[config.mk]
export PLATFORM = sky130hd
export DESIGN_NAME = spi_slave_serial_controller
export DESIGN_NICKNAME = d
export VERILOG_FILES = /design/src/rtl/spi_slave_pkg.sv /design/src/rtl/spi_slave_serial_controller.sv
export SDC_FILE = /design/constraint.sdc
export NUM_CORES = 1
export LEC_CHECK = 0
export BUFFER_PORTS_ARGS = -buffer_cell sky130_fd_sc_hd__buf_4
export CAP_MARGIN = 20
export CORE_AREA = 2 2 137 139
export CTS_CLUSTER_SIZE = 14
export DETAILED_ROUTE_END_ITERATION = 7
export DIE_AREA = 0 0 139 141
export PLACE_DENSITY = 0.55
export REMOVE_ABC_BUFFERS = 1
export SKIP_LAST_GASP = 1
export SYNTH_ARGS = -nofsm -noshare
export SYNTH_HDL_FRONTEND = slang
export SYNTH_SLANG_ARGS = --single-unit
[constraint.sdc]
create_clock -name core_clk -period 3.63 [get_ports core_clk]
set_input_delay 0.5445 -clock core_clk [delete_from_list [all_inputs] [get_ports core_clk]]
set_output_delay 0.5445 -clock core_clk [all_outputs]
set_load 0.05 [all_outputs]
[src/rtl/spi_slave_pkg.sv]
// constants, carriers and contract list for the serial controller spi slave
// Contract
// - SPI function is active only while the mode field holds 2.
// - Every character is exactly 8 bits in both directions.
// - Slave operation applies whenever master select is zero in SPI mode.
// - Clock comes from the master; up to 5 Mbps, master must not exceed it; the bench master runs at 12.5 Mbps.
// - All four clock polarity and phase combinations are supported.
// - Bit order 0 shifts MSB first, 1 shifts LSB first.
// - Polarity 1 to 0 without mode reset emits an extra 0xFE first.
// - While selected, drive MISO and capture MOSI.
// - Select gates MISO driver; deselect resets the shift register.
// - Separate 4-byte transmit and receive FIFOs, reached by software or DMA.
// - Receive valid is set while the receive FIFO is not empty.
// - Character arriving at full receive FIFO is dropped; overflow and overrun flag set.
// - Receive DMA reports overrun only after the receive FIFO drains.
// - DMA error clears on channel reset bit or buffer reload after unload.
// - Each character shifts a transmit byte; empty FIFO sets underrun flag.
// - Underrun sends last byte or 0xFF per repeat select.
// - During underrun transmit idle clears per byte, sets after it with idle flag.
// - Write into empty transmit FIFO changes neither status nor flags.
// - Idle clears after first bit out; sets when FIFO empty and last byte shifted.
// - Transmit free clears when FIFO full, sets when one byte moves out.
// - After select and receive valid once, data into empty FIFO gets one padding byte.
// - Sending the padding byte sets the underrun flag.
// - Events on rising idle, free, receive valid, plus overrun and underrun.
// - Falling DMA buffer active bits raise completion events.
// - Interrupt needs both controller mask and top-level mask enabled.
package spi_slave_pkg;

    localparam logic [1:0] MODE_OFF      = 2'h0;
    localparam logic [1:0] MODE_SPI      = 2'h2;
    localparam int         CHAR_BITS     = 8;
    localparam int         FIFO_DEPTH    = 4;
    localparam logic [2:0] FIFO_FULL_CNT = 3'h4;
    localparam logic [2:0] LAST_BIT_IDX  = 3'h7;
    localparam logic [7:0] BUSY_BYTE     = 8'hff;
    localparam logic [7:0] POL_SWAP_BYTE = 8'hfe;
    localparam logic [7:0] SR_RESET      = 8'h00;
    localparam int         CLK_HZ        = 100_000_000;
    localparam int         MAX_RATE_BPS  = 5_000_000;
    // shortest legal serial clock half period in core clock cycles
    localparam int         MIN_HALF_CYC  = CLK_HZ / (2 * MAX_RATE_BPS);

    typedef struct packed {
        logic master_select_bit;
        logic clock_polarity_bit;
        logic clock_phase_bit;
        logic bit_order_bit;
        logic repeat_select_bit;
    } spi_cfg_t;

    typedef struct packed {
        logic transmit_idle_status;
        logic transmit_free_status;
        logic receive_valid_status;
        logic receive_overflow_status;
    } spi_status_t;

    // one bit per interrupt source, used for flags, clears and masks alike
    typedef struct packed {
        logic transmit_idle_irq_flag;
        logic transmit_free_irq_flag;
        logic receive_valid_irq_flag;
        logic receive_overrun_irq_flag;
        logic transmit_underrun_irq_flag;
        logic tx_dma_done_irq_flag;
        logic rx_dma_done_irq_flag;
    } irq_vec_t;

    localparam spi_status_t STATUS_RESET = 4'hc;
    localparam irq_vec_t    IRQ_NONE     = 7'h00;

endpackage

[src/rtl/spi_slave_serial_controller.sv]
// spi slave mode of the second serial controller with fifos, status and events
`timescale 1ns/1ns
module spi_slave_serial_controller (
    // clock and reset
    input  wire logic                      core_clk,
    input  wire logic                      rst_n,
    // configuration
    input  wire logic [1:0]                controller_mode_field,
    input  wire spi_slave_pkg::spi_cfg_t   spi_config_register,
    input  wire spi_slave_pkg::irq_vec_t   controller_irq_mask_register,
    input  wire logic                      top_irq_mask_bit,
    input  wire spi_slave_pkg::irq_vec_t   irq_flag_clear,
    // transmit fifo write side
    input  wire logic                      tx_wr_valid,
    input  wire logic [7:0]                tx_wr_data,
    output logic                           tx_wr_ready,
    // receive fifo read side
    input  wire logic                      rx_rd_en,
    output logic [7:0]                     rx_rd_data,
    // dma handshakes
    input  wire logic [1:0]                dma_channel_reset_bits,
    input  wire logic [1:0]                tx_buffer_active_bits,
    input  wire logic [1:0]                rx_buffer_active_bits,
    input  wire logic                      tx_buffer_reload,
    input  wire logic                      rx_buffer_reload,
    output logic                           tx_dma_error,
    output logic                           rx_dma_error,
    // status, flags and interrupt
    output spi_slave_pkg::spi_status_t     spi_status_register,
    output spi_slave_pkg::irq_vec_t        controller_irq_flag_register,
    output logic                           irq,
    // spi pins
    input  wire logic                      serial_clock_pin,
    input  wire logic                      slave_select_n,
    input  wire logic                      mosi,
    output logic                           miso_o,
    output logic                           miso_oe
);

    ////////////////////////////////////////////////////////////////////////////////
    // pin synchronisers
    logic [1:0] sclk_sync_ff, ssn_sync_ff, mosi_sync_ff;
    logic       sclk_q_ff, ssn_q_ff;

    always_ff @(posedge core_clk or negedge rst_n) begin
        if (!rst_n) begin
            sclk_sync_ff <= 2'h0;
            ssn_sync_ff  <= 2'h3;
            mosi_sync_ff <= 2'h0;
            sclk_q_ff    <= 1'b0;
            ssn_q_ff     <= 1'b1;
        end else begin
            sclk_sync_ff <= {sclk_sync_ff[0], serial_clock_pin};
            ssn_sync_ff  <= {ssn_sync_ff[0], slave_select_n};
            mosi_sync_ff <= {mosi_sync_ff[0], mosi};
            sclk_q_ff    <= sclk_sync_ff[1];
            ssn_q_ff     <= ssn_sync_ff[1];
        end
    end

    ////////////////////////////////////////////////////////////////////////////////
    // edge decode
    localparam int FIFO_DEPTH_L = spi_slave_pkg::FIFO_DEPTH;
    spi_slave_pkg::spi_cfg_t cfg;
    logic [2:0] bit_cnt_ff, tx_cnt_ff, rx_cnt_ff;
    logic [1:0] tx_rptr_ff, tx_wptr_ff, rx_rptr_ff, rx_wptr_ff;
    logic [7:0] tx_mem [FIFO_DEPTH_L];
    logic [7:0] rx_mem [FIFO_DEPTH_L];
    logic [7:0] tx_sr_ff, rx_sr_ff, last_ff;
    logic       fe_pend_ff, pad_win_ff, pad_pend_ff, pol_q_ff;

    assign cfg = spi_config_register;

    wire spi_on    = (controller_mode_field == spi_slave_pkg::MODE_SPI) && !cfg.master_select_bit;
    wire selected  = spi_on && !ssn_sync_ff[1];
    wire sel_start = spi_on && ssn_q_ff && !ssn_sync_ff[1];
    wire sclk_rise = sclk_sync_ff[1] && !sclk_q_ff;
    wire sclk_fall = !sclk_sync_ff[1] && sclk_q_ff;
    wire lead_e    = selected && (cfg.clock_polarity_bit ? sclk_fall : sclk_rise);
    wire trail_e   = selected && (cfg.clock_polarity_bit ? sclk_rise : sclk_fall);
    wire sample_e  = cfg.clock_phase_bit ? trail_e : lead_e;
    wire shift_e   = cfg.clock_phase_bit ? lead_e : trail_e;
    wire char_done = sample_e && (bit_cnt_ff == spi_slave_pkg::LAST_BIT_IDX);
    wire load_e    = cfg.clock_phase_bit ? (lead_e && bit_cnt_ff == 3'h0)
                                         : (sel_start || (char_done && selected));
    // the edge after a finished character must not shift the byte just loaded
    wire tx_shift  = shift_e && !load_e && (bit_cnt_ff != 3'h0);

    ////////////////////////////////////////////////////////////////////////////////
    // transmit byte selection
    wire       tx_empty  = (tx_cnt_ff == 3'h0);
    wire       rx_full   = (rx_cnt_ff == spi_slave_pkg::FIFO_FULL_CNT);
    wire [7:0] pad_byte  = cfg.repeat_select_bit ? last_ff : spi_slave_pkg::BUSY_BYTE;
    wire       use_fill  = !fe_pend_ff && (pad_pend_ff || tx_empty);
    wire [7:0] load_byte = fe_pend_ff ? spi_slave_pkg::POL_SWAP_BYTE
                         : use_fill  ? pad_byte : tx_mem[tx_rptr_ff];
    wire       pop_tx    = load_e && !fe_pend_ff && !use_fill;
    wire       underrun  = load_e && use_fill;
    wire       push_tx   = tx_wr_valid && tx_wr_ready;
    wire [7:0] rx_next   = cfg.bit_order_bit ? {mosi_sync_ff[1], rx_sr_ff[7:1]}
                                             : {rx_sr_ff[6:0], mosi_sync_ff[1]};
    wire       push_rx   = char_done && !rx_full;
    wire       overrun   = char_done && rx_full;
    wire       pop_rx    = rx_rd_en && (rx_cnt_ff != 3'h0);
    wire [2:0] nxt_tx_cnt = tx_cnt_ff + {2'h0, push_tx} - {2'h0, pop_tx};
    wire [2:0] nxt_rx_cnt = rx_cnt_ff + {2'h0, push_rx} - {2'h0, pop_rx};

    ////////////////////////////////////////////////////////////////////////////////
    // shift registers and pins
    always_ff @(posedge core_clk or negedge rst_n) begin
        if (!rst_n) begin
            bit_cnt_ff <= 3'h0;
            tx_sr_ff   <= spi_slave_pkg::SR_RESET;
            rx_sr_ff   <= spi_slave_pkg::SR_RESET;
            last_ff    <= spi_slave_pkg::BUSY_BYTE;
            miso_o     <= 1'b0;
            miso_oe    <= 1'b0;
        end else begin
            miso_oe <= selected;
            if (!selected) begin
                bit_cnt_ff <= 3'h0;
                rx_sr_ff   <= spi_slave_pkg::SR_RESET;
            end else if (sample_e) begin
                bit_cnt_ff <= bit_cnt_ff + 3'h1;
                rx_sr_ff   <= rx_next;
            end
            if (load_e) begin
                tx_sr_ff <= load_byte;
                last_ff  <= load_byte;
                miso_o   <= cfg.bit_order_bit ? load_byte[0] : load_byte[7];
            end else if (tx_shift) begin
                tx_sr_ff <= cfg.bit_order_bit ? {1'b0, tx_sr_ff[7:1]} : {tx_sr_ff[6:0], 1'b0};
                miso_o   <= cfg.bit_order_bit ? tx_sr_ff[1] : tx_sr_ff[6];
            end
        end
    end

    ////////////////////////////////////////////////////////////////////////////////
    // fifos
    always_ff @(posedge core_clk) begin
        if (push_tx) tx_mem[tx_wptr_ff] <= tx_wr_data;
        if (push_rx) rx_mem[rx_wptr_ff] <= rx_next;
    end

    always_ff @(posedge core_clk or negedge rst_n) begin
        if (!rst_n) begin
            tx_rptr_ff <= 2'h0;
            tx_wptr_ff <= 2'h0;
            rx_rptr_ff <= 2'h0;
            rx_wptr_ff <= 2'h0;
            tx_cnt_ff  <= 3'h0;
            rx_cnt_ff  <= 3'h0;
            rx_rd_data <= 8'h00;
        end else begin
            tx_cnt_ff <= nxt_tx_cnt;
            rx_cnt_ff <= nxt_rx_cnt;
            if (push_tx) tx_wptr_ff <= tx_wptr_ff + 2'h1;
            if (pop_tx)  tx_rptr_ff <= tx_rptr_ff + 2'h1;
            if (push_rx) rx_wptr_ff <= rx_wptr_ff + 2'h1;
            if (pop_rx) begin
                rx_rptr_ff <= rx_rptr_ff + 2'h1;
                rx_rd_data <= rx_mem[rx_rptr_ff];
            end
        end
    end

    ////////////////////////////////////////////////////////////////////////////////
    // status
    spi_slave_pkg::spi_status_t st;
    assign st = spi_status_register;

    wire nxt_idle  = char_done && tx_empty && !pad_pend_ff ? 1'b1
                   : (sample_e && bit_cnt_ff == 3'h0) ? 1'b0 : st.transmit_idle_status;
    wire nxt_free  = (nxt_tx_cnt != spi_slave_pkg::FIFO_FULL_CNT);
    wire nxt_valid = (nxt_rx_cnt != 3'h0);
    wire nxt_ovf   = overrun || (st.receive_overflow_status &&
                     controller_mode_field != spi_slave_pkg::MODE_OFF);

    always_ff @(posedge core_clk or negedge rst_n) begin
        if (!rst_n) begin
            spi_status_register <= spi_slave_pkg::STATUS_RESET;
            tx_wr_ready         <= 1'b1;
        end else begin
            spi_status_register <= {nxt_idle, nxt_free, nxt_valid, nxt_ovf};
            tx_wr_ready         <= nxt_free;
        end
    end

    ////////////////////////////////////////////////////////////////////////////////
    // padding byte and polarity switch byte
    wire pad_window = selected && (pad_win_ff || st.receive_valid_status);

    always_ff @(posedge core_clk or negedge rst_n) begin
        if (!rst_n) begin
            pol_q_ff    <= 1'b0;
            fe_pend_ff  <= 1'b0;
            pad_win_ff  <= 1'b0;
            pad_pend_ff <= 1'b0;
        end else begin
            pol_q_ff <= cfg.clock_polarity_bit;
            if (pol_q_ff && !cfg.clock_polarity_bit && controller_mode_field != spi_slave_pkg::MODE_OFF)
                fe_pend_ff <= 1'b1;
            else if (controller_mode_field == spi_slave_pkg::MODE_OFF || (load_e && fe_pend_ff))
                fe_pend_ff <= 1'b0;
            pad_win_ff <= pad_window;
            if (pad_window && tx_empty && push_tx)
                pad_pend_ff <= 1'b1;
            else if (!selected || (load_e && !fe_pend_ff))
                pad_pend_ff <= 1'b0;
        end
    end

    ////////////////////////////////////////////////////////////////////////////////
    // dma error indications and completion detect
    logic [1:0] tx_act_q_ff, rx_act_q_ff;
    logic       rx_ovf_seen_ff;
    wire        tx_dma_done = |(tx_act_q_ff & ~tx_buffer_active_bits);
    wire        rx_dma_done = |(rx_act_q_ff & ~rx_buffer_active_bits);

    always_ff @(posedge core_clk or negedge rst_n) begin
        if (!rst_n) begin
            tx_act_q_ff    <= 2'h0;
            rx_act_q_ff    <= 2'h0;
            rx_ovf_seen_ff <= 1'b0;
            rx_dma_error   <= 1'b0;
            tx_dma_error   <= 1'b0;
        end else begin
            tx_act_q_ff    <= tx_buffer_active_bits;
            rx_act_q_ff    <= rx_buffer_active_bits;
            rx_ovf_seen_ff <= overrun || (rx_ovf_seen_ff && rx_cnt_ff != 3'h0);
            if (rx_ovf_seen_ff && rx_cnt_ff == 3'h0)
                rx_dma_error <= 1'b1;
            else if (dma_channel_reset_bits[1] || rx_buffer_reload)
                rx_dma_error <= 1'b0;
            if (underrun && |tx_buffer_active_bits)
                tx_dma_error <= 1'b1;
            else if (dma_channel_reset_bits[0] || tx_buffer_reload)
                tx_dma_error <= 1'b0;
        end
    end

    ////////////////////////////////////////////////////////////////////////////////
    // interrupt flags and output
    spi_slave_pkg::irq_vec_t ev;
    assign ev = {nxt_idle && !st.transmit_idle_status,
                 nxt_free && !st.transmit_free_status,
                 nxt_valid && !st.receive_valid_status,
                 overrun, underrun, tx_dma_done, rx_dma_done};

    wire irq_any = |(controller_irq_flag_register & controller_irq_mask_register);

    always_ff @(posedge core_clk or negedge rst_n) begin
        if (!rst_n) begin
            controller_irq_flag_register <= spi_slave_pkg::IRQ_NONE;
            irq                          <= 1'b0;
        end else begin
            // a new event wins over a clear in the same cycle
            controller_irq_flag_register <= (controller_irq_flag_register & ~irq_flag_clear) | ev;
            irq                          <= irq_any && top_irq_mask_bit;
        end
    end
endmodule // spi_slave_serial_controller

Word-level counts from Yosys, hierarchy flattened
Memories as Yosys holds them, arrays and structs flattened. A register that Yosys moved wholly into a read port is not among the register bits.
Cells that the tools add are included.
Widths: inputs -> output; s select.

storage, ports and cells
  register bits = 74
  bits in writable memories = 64
  output and inout port bits = 25
  word-level logic and storage cells = 175
  memories kept = 2

operators by class
  add/subtract/negate cells = 9
  equal/unequal tests = 5
  muxes and demuxes = 34
  bitwise operators = 8
  reduce and logical (&&, ||, !) cells = 79

memories
  memory  depth  width  rd ports  clocked after Yosys merged registers in  write ports  RTL line                           source
  rx_mem  4      8      1         1                                        1            spi_slave_serial_controller.sv:68  logic [7:0] rx_mem [FIFO_DEPTH_L];
  tx_mem  4      8      1         0                                        1            spi_slave_serial_controller.sv:67  logic [7:0] tx_mem [FIFO_DEPTH_L];

operators by type and width
  cell                 number
  $mux 8               9
  $logic_and 1x1->1    38
  $mux 1               23
  $logic_not 1->1      15
  $and 7x7->7          2
  $reduce_bool 2->1    6
  $logic_not 3->1      3
  $logic_or 1x1->1     9
  $reduce_bool 3->1    3
  $add 2x1->2 const B  4
  $not 7->7            1
  $or 7x7->7           1
  $reduce_or 7->1      1
  $add 3x1->3          2
  $eq 3x3->1 const B   2
  $mux 3               2
  $reduce_or 2->1      3
  $sub 3x1->3          2
  $and 2x2->2          2
  $not 2->2            2
  $add 3x1->3 const B  1
  $ne 3x3->1 const B   1
  $eq 2x2->1 const B   1
  $logic_not 2->1      1
  $ne 2x1->1 const B   1

Longest topological paths before layout
Gate-level depths: netlist of run 1.

  depth in word-level cells = 15
  gate-level depth with buffers = 15
  gate-level depth less buffers = 14

Worst setup path before layout of run 1
No wires, ideal clock.

  kind = reg-to-reg
  start = register bit_cnt_ff[0]
  end = register controller_irq_flag_register[5] (netlist name)
  setup time = 139 ps
  data arrival time = 3338 ps
  data required time = 3491 ps
  path slack = 153 ps
  cell stages (with the launch flop) = 16
  cell sequence = dfrtp_1 -> ha_1 -> ha_1 -> or4bb_1 -> a311o_1 -> a21oi_2 -> buf_4 -> and2_4 -> ha_1 -> inv_1 -> ha_1 -> fa_1 -> xnor2_1 -> xnor2_1 -> nor3_1 -> o22ai_1

on the way
  word-level cells in the longest chain between the ends = 11

ends and longest elaborated chain
  element                            RTL line                            source
  start: declaration                 spi_slave_serial_controller.sv:65   logic [2:0] bit_cnt_ff, tx_cnt_ff, rx_cnt_ff;
  start signal: assignment           spi_slave_serial_controller.sv:124  bit_cnt_ff <= bit_cnt_ff + 3'h1;
  $eq 3x3->1                         spi_slave_serial_controller.sv:83   wire char_done = sample_e && (bit_cnt_ff == spi_slave_pkg::LAST_BIT_IDX);
  $logic_and 1x1->1                  spi_slave_serial_controller.sv:83
  $logic_and 1x1->1                  spi_slave_serial_controller.sv:85   : (sel_start || (char_done && selected));
  $logic_or 1x1->1                   spi_slave_serial_controller.sv:85
  $mux 1 *                           spi_slave_serial_controller.sv:84   wire load_e = cfg.clock_phase_bit ? (lead_e && bit_cnt_ff == 3'h0)
  $logic_and 1x1->1 * (2 in series)  spi_slave_serial_controller.sv:97   wire pop_tx = load_e && !fe_pend_ff && !use_fill;
  via pop_tx                         spi_slave_serial_controller.sv:97
  $sub 3x1->3 *                      spi_slave_serial_controller.sv:105  wire [2:0] nxt_tx_cnt = tx_cnt_ff + {2'h0, push_tx} - {2'h0, pop_tx};
  $ne 3x3->1 *                       spi_slave_serial_controller.sv:174  wire nxt_free = (nxt_tx_cnt != spi_slave_pkg::FIFO_FULL_CNT);
  $logic_and 1x1->1 *                spi_slave_serial_controller.sv:246  nxt_free && !st.transmit_free_status,
  $or 7x7->7 *                       spi_slave_serial_controller.sv:258  controller_irq_flag_register <= (controller_irq_flag_register & ~irq_flag_clear) | ev;
  end signal: assignment             spi_slave_serial_controller.sv:254  controller_irq_flag_register <= spi_slave_pkg::IRQ_NONE;
  end signal: assignment             spi_slave_serial_controller.sv:258
  end: declaration                   spi_slave_serial_controller.sv:30   output spi_slave_pkg::irq_vec_t controller_irq_flag_register,

Mark *: on every way through the listed nets, which the timed path passes. The rest lies on a longest branch.
A chain may end at the register's enable or synchronous reset.

Final worst setup path of run 1
Same ends and word-level chain as after synthesis.

==> out/qor.yml, run 1 <==
run_status:
  status: "finished, final reports clean"
clock_tree:
  root_buffer: "clkbuf_16"
  clkTransAtPathRegs_ns: 0.06
  cts_setup_buffers: 0
  insertion_delay_ns: 0.42
  cts_tree: "built"
  ctsLongestPathBuffers: 2
  cts_hold_buf: 0
  cts_buffers: 17
  htree_levels: 4
  cts_resized: 0
  clock-sinks: 146
logic_synthesis:
  synthDistinctLibCells: 60
  syn_inst: 453
  synth_seq_area_share_pct: 63.8
  yosysTopAreaCell: "edfxtp_1"
  synth_area_leaders: "edfxtp_1, dfrtp_1, mux4_2"
  synth_top_cell_area_share_pct: 30.8
  synth_most_common_cell: "dfrtp_1"
  ys_warn_count: 0
  ys.flop_type: "dfrtp_1"
  synth_common_cells: "dfrtp_1, edfxtp_1, nand2_1"
  ys_seq_elements: 146
  synth-edff-count: 64
  syn_avg_cell_area_sq_um: 13.8
  async_flop_share_pct: 56.2
  netlist_area_sq_um: 6250
timing:
  setup_viol: 0
  fin_hold_ws_ns: 0.160
  max_freq_ghz: 0.291
  fin_worst_skew_ns: 0.00809
  slew_headroom_pct: 51.4
  fin_crit_sh_pct: 94.5
  hold_viol: 0
  slew_viol_final: 0
  worst_pin_slew_ns: 0.729
  period_needed_ns: 3.43
worst_setup_path:
  path_cells: "ha_1 > ha_1 > or4bb_1 > a311o_1 > a21oi_2 > and2_4 > ha_1 > inv_1 > ha_1 > fa_1 > xnor2_1 > xnor2_1 > nor3_2 > o22ai_1"
  cp-start-kind: "flip-flop"
  cp_max_fo: 4
  cp_data_arrival_time_ns: 3.73
  cp_common_cell: "ha_1"
  slowest_delay_ns: 0.52
  cp_top_family: "adder cells"
  cp_num_buf_inv: 1
  critical_path_required_ns: 3.93
  end_kind: "flip-flop"
  worstSetupPathType: "flip-flop to flip-flop"
  crit_slowest_cell: "or4bb_1"
cells_and_area:
  fillers: 1710
  antenna_cells: 0
  layout-drive-gt1-share_pct: 31.4
  final_util_pct: 42.0
  area_growth_pct: 22.8
  final_nets: 597
floorplanning:
  fp.dieH_um: 141
  rows: 50
  start_util_pct: 34.2
  die_area_sq_um: 19600
  core-area_sq_um: 18300
  num_io_pins: 70
  die_w_um: 139
route:
  ant_nets: 0
  drtIter0Drc: 180
  wl_um: 12700
  via_count: 3802
  wl_per_cell_um: 16.3
  route.top_layer_used: "met4"
  via_per_inst: 4.86
  wl_met3_um: 492
  dr.pass1.iters: 4
  route.detailed.drc: 0
  met2_length_um: 6660
  wl_met1_um: 5410
power:
  powerDensity_nw_per_um2: 673
  vdd_drop_max_mv: 0.382
  leakagePower_uw: 0.00313
global_route:
  grt_pass1_vias: 4230
  antenna_found_initial: 0
  grt_pass1_wl_um: 21300
  track_usage_pct: 13.8
  grt_max_degree: 53
  grt_overflow_total: 0
place:
  gp_congestion: 0.796
  port_buffers: 69
  hpwl_um: 8980
min_path:
  worstHoldPathType: "input pin to async pin"
run:
  drv_cap: 0
-- logic make-up (layout without fill, tap and decap cells) --
group	Yosys count	in the layout	synth area share (%)
fa+ha+maj	17	17	3.64
compound gates	56	56	6.81
xor+xnor	11	11	1.66
buf+inv	51	146	3.38
simple gates	136	136	11.3
flops	146	146	63.8
mux	36	36	9.35
-- final cells by class --
type / instances / area, sq um / share of cell area [%]
timing repair buffer: 83 / 623 / 8.12
clock buffer: 17 / 425 / 5.54
inverter: 31 / 116 / 1.52
clock inverter: 15 / 171 / 2.23
tap: 234 / 293 / 3.82
multi-input combinational: 256 / 2050 / 26.8
sequential: 146 / 3990 / 52.0
-- sequential cells by signal (all words and copies together), names as in the netlist, 3 cells and up --
register                      flops
rx_mem                           32
tx_mem                           32
last_ff                           8
rx_rd_data                        8
rx_sr_ff                          8
tx_sr_ff                          8
controller_irq_flag_register      7
spi_status_register               4
bit_cnt_ff                        3
rx_cnt_ff                         3
tx_cnt_ff                         3
-- final timing paths --
kind | end | startpoint | slack (ns) | depth (start not counted)
worst max-delay path | controller_irq_flag_register[5] | bit_cnt_ff[0] | 0.20 | 14
worst min-delay path | rx_rd_data[6] | rst_n | 0.16 | 1
worst max register to register | controller_irq_flag_register[5] | bit_cnt_ff[0] | 0.20 | 14
worst min register to register | mosi_sync_ff[1] | mosi_sync_ff[0] | 0.35 | 0
max in group asynchronous | ssn_sync_ff[0] | rst_n | 2.67 | 2
min in group core_clk | ssn_sync_ff[0] | slave_select_n | 0.23 | 1
-- metrics by stage --
step	setup slack, ns	setup TNS, ns	instance area [sq um]	instances	power (uW)
2_1_floorplan	0.0459	0	6150	433	3030
3_3_place_gp	0.243	0	7070	750	3390
3_5_place_dp	0.140	0	7070	750	3440
4_1_cts	0.130	0	7670	782	5230
5_1_grt	-0.0209	-0.0209	7670	782	5430
6_report	0.199	0	7670	782	5160
-- power breakdown --
group	total (uW)	switching [uW]	internal [uW]
Combinational	1150	633	521
Sequential	2250	239	2010
Clock	1760	730	1030
-- routing by layer --
layer	vias up	track usage, %
met5	-	0
met1	1921	16.5
met2	66	24.3
met4	0	4.84
met3	15	3.67
li1	1800	-
-- placed cells by master (no fill, tap or decap), drive strengths merged, types with 4 or more instances in the layout --
master    instances
buf              83
dfrtp            69
edfxtp           64
inv              38
nand2            36
nor2             25
mux2             19
clkbuf           17
mux4             16
ha               15
nand3            13
dfstp            13
nor3             13
o31ai            10
nand2b            9
and2              9
o21ai             8
nor2b             7
xnor2             7
and3              7
o21a              7
a211oi            7
nor3b             6
o22ai             4
clkinvlp          4
xor2              4
(Power assumes the default switching activity.)
==> run 2: changes to the inputs <==
- ABC_AREA: unset -> 1
- CORE_AREA: 2 2 137 139 -> 2 2 139 141
- DIE_AREA: 0 0 139 141 -> 0 0 141 143
- GPL_ROUTABILITY_DRIVEN: unset -> 0
- PLACE_DENSITY: 0.55 -> 0.54
==> out/qor.yml, run 2 <==
run_status:
  status: "finished, final reports clean"  # unchanged
route:
  wl_per_cell_um: 13.6  # was 16.3 um
  drtIter0Drc: 208  # was 180
  dr.pass1.iters: 5  # was 4
  via_count: 4403  # was 3,802
  wl_met1_um: 5940  # was 5410 um
  met2_length_um: 6470  # was 6660 um
  route.detailed.drc: 0  # unchanged
  wl_um: 13000  # was 12,700 um
  ant_nets: 0  # unchanged
  route.top_layer_used: "met4"  # unchanged
  wl_met3_um: 442  # was 492 um
  via_per_inst: 4.59  # was 4.86
worst_setup_path:
  worstSetupPathType: "flip-flop to flip-flop"  # unchanged
  reg2reg_from: "ssn_sync_ff[1]"  # was bit_cnt_ff[0]
  cp_max_fo: 9  # was 4
  startpoint: "ssn_sync_ff[1]"  # was bit_cnt_ff[0]
  cp-start-kind: "flip-flop"  # unchanged
  end_kind: "flip-flop"  # unchanged
  cp_data_arrival_time_ns: 3.29  # was 3.73 ns
  critical_path_required_ns: 3.94  # was 3.93 ns
clock_tree:
  clkTransAtPathRegs_ns: 0.07  # was 0.06 ns
  cts_resized: 0  # unchanged
  ctsLongestPathBuffers: 2  # unchanged
  clock-sinks: 146  # unchanged
  cts_setup_buffers: 0  # unchanged
  htree_levels: 4  # unchanged
  cts_tree: "built"  # unchanged
  insertion_delay_ns: 0.43  # was 0.42 ns
  cts_buffers: 17  # unchanged
  cts_hold_buf: 0  # unchanged
  root_buffer: "clkbuf_16"  # unchanged
logic_synthesis:
  synth_area_leaders: "edfxtp_1, dfrtp_1, nand2_1"  # was edfxtp_1, dfrtp_1, mux4_2
  synth-edff-count: 64  # unchanged
  synthDistinctLibCells: 37  # was 60
  async_flop_share_pct: 56.2  # unchanged
  synth_common_cells: "nand2_1, inv_1, nor2_1"  # was dfrtp_1, edfxtp_1, nand2_1
  synth_seq_area_share_pct: 62.5  # was 63.8%
  ys_seq_elements: 146  # unchanged
  yosysTopAreaCell: "edfxtp_1"  # unchanged
  ys.flop_type: "dfrtp_1"  # unchanged
  syn_avg_cell_area_sq_um: 10.0  # was 13.8 sq um
  synth_top_cell_area_share_pct: 30.1  # was 30.8%
  syn_inst: 636  # was 453
  ys_warn_count: 0  # unchanged
  synth_most_common_cell: "nand2_1"  # was dfrtp_1
  netlist_area_sq_um: 6380  # was 6250 sq um
cells_and_area:
  final_util_pct: 41.6  # was 42.0%
  final_nets: 774  # was 597
  final_cell_mix: "nand2_1, inv_1, nor2_1"  # was buf_4, dfrtp_1, edfxtp_1
  layout-drive-gt1-share_pct: 19.2  # was 31.4%
  stdcell_area_sq_um: 7720  # was 7670 sq um
  area_growth_pct: 20.9  # was 22.8%
  antenna_cells: 0  # unchanged
  largestRegisters: "rx_mem x32, tx_mem x32"  # unchanged
  final_common_cell: "nand2_1"  # was buf_4
floorplanning:
  num_io_pins: 70  # unchanged
  die_w_um: 141  # was 139 um
  start_util_pct: 34.4  # was 34.2%
  fp.dieH_um: 143  # was 141 um
  die_area_sq_um: 20200  # was 19,600 sq um
  core-area_sq_um: 18600  # was 18,300 sq um
  rows: 50  # unchanged
min_path:
  worstHoldPathType: "input pin to flip-flop"  # was input pin to async pin
  hp-start: "mosi"
power:
  cell_internal_pwr_uw: 3390  # was 3560 uW
  p_seq_share_pct: 41.9  # was 43.5%
  powerDensity_nw_per_um2: 683  # was 673 nW/um^2
  p_clk_share_pct: 31.4  # was 34.1%
  netSwitchingFraction_pct: 35.6  # was 31.1%
  share_comb_of_total_power_pct: 26.7  # was 22.4%
  vdd_drop_max_mv: 0.412  # was 0.382 mV
  p_sw_uw: 1880  # was 1600 uW
  leakagePower_uw: 0.00352  # was 0.00313 uW
global_route:
  antenna_found_initial: 0  # unchanged
  grt_overflow_total: 0  # unchanged
  grt_max_degree: 83  # was 53
  track_usage_pct: 14.2  # was 13.8%
  grt_pass1_vias: 4429  # was 4,230
  grt_pass1_wl_um: 22200  # was 21,300 um
timing:
  finalWorstSetupSlack_ns: 0.647  # was 0.199 ns
  hold_viol: 0  # unchanged
  slew_viol_final: 0  # unchanged
  fin_worst_skew_ns: 0.00855  # was 0.00809 ns
  max_freq_ghz: 0.335  # was 0.291 GHz
  setup_viol: 0  # unchanged
  period_needed_ns: 2.98  # was 3.43 ns
  fin_crit_sh_pct: 82.2  # was 94.5%
  slew_headroom_pct: 45.8  # was 51.4%
  worst_pin_slew_ns: 0.810  # was 0.729 ns
  tns_ns: 0  # unchanged
  rsz0062_at_grt: "false"
run:
  drv_cap: 0  # unchanged
place:
  hpwl_um: 9150  # was 8980 um
  dpl-instance-area_sq_um: 7120  # was 7070 sq um
  port_buffers: 69  # unchanged
  post-place-ws_ns: 0.491  # was 0.140 ns
run 2: cell types whose count changed after synthesis, moves of 8 or more:
| cell | before | now |
|---|---|---|
| nand2_1 | 35 | 158 |
| nor2_1 | 25 | 75 |
| inv_1 | 31 | 79 |
| o21ai_0 | 6 | 52 |
| mux2_2 | 19 | 0 |
| mux4_2 | 16 | 0 |
| a21oi_1 | 1 | 12 |
| nand3_2 | 0 | 10 |
| o31ai_1 | 10 | 0 |
| nand2b_1 | 9 | 0 |
| and2_1 | 8 | 0 |
| clkbuf_1 | 14 | 6 |
| nor3_1 | 12 | 4 |
run 2: cells by family after synthesis:
group | Yosys count | synth area share [%]
compound gates | 89 | 7.88
xor+xnor | 8 | 1.10
fa+ha+maj | 17 | 3.57
buf+inv | 97 | 6.15
flops | 146 | 62.5
simple gates | 279 | 18.8
run 2: per-stage QoR:
stage	total power, uW	hold WS [ns]	cells
4_1_cts	5340	0.201	957
3_3_place_gp	3620	0.337	925
5_1_grt	5620	0.197	959
2_1_floorplan	3190	0.249	620
3_5_place_dp	3660	0.336	925
6_report	5270	0.218	959
run 2: final timing paths:
path,end,slack (ns),depth (start not counted)
min in group asynchronous,rx_rd_data[5],0.51,2
setup / recovery,controller_irq_flag_register[5],0.65,20
hold / removal,mosi_sync_ff[0],0.22,1
hold reg to reg,mosi_sync_ff[1],0.35,0
max in group asynchronous,last_ff[7],2.49,3
setup reg to reg,controller_irq_flag_register[5],0.65,20
run 2: power groups by stage:
stage          logic, uW  clock network, uW  registers (uW)
2_1_floorplan        730                  0            2460
3_3_place_gp        1390                  0            2230
3_5_place_dp        1420                  0            2240
4_1_cts             1420               1710            2210
5_1_grt             1600               1780            2240
6_report            1410               1660            2210
run 2: critical path, stage by stage, from the launching register on:
cell     delay, ns
dfstp_2       0.54
inv_1         0.05
nand2_1       0.09
nor2_4        0.05
nand3_1       0.11
nand2_2       0.09
nand3_4       0.09
nand2_1       0.06
nand2_2       0.10
nand2_4       0.09
nand2_1       0.09
inv_1         0.05
ha_1          0.26
inv_1         0.04
ha_1          0.19
fa_1          0.38
xnor2_1       0.18
xor2_1        0.19
nand2_1       0.09
nand2_1       0.06
o21ai_0       0.07
run 2: cell type report:
cell class,instances,area [sq um]
Timing Repair Buffer,73,571
Clock inverter,15,136
Inverter,81,304
Sequential cell,146,3990
Clock buffer,17,425
Fill cell,1793,10900
Tap cell,234,293
Multi-Input combinational cell,393,2000
run 2: routing by layer:
layer	up-vias	track usage [%]
met5	-	0
met4	0	4.58
met3	16	4.26
met2	70	23.6
met1	2098	17.8
li1	2219	-
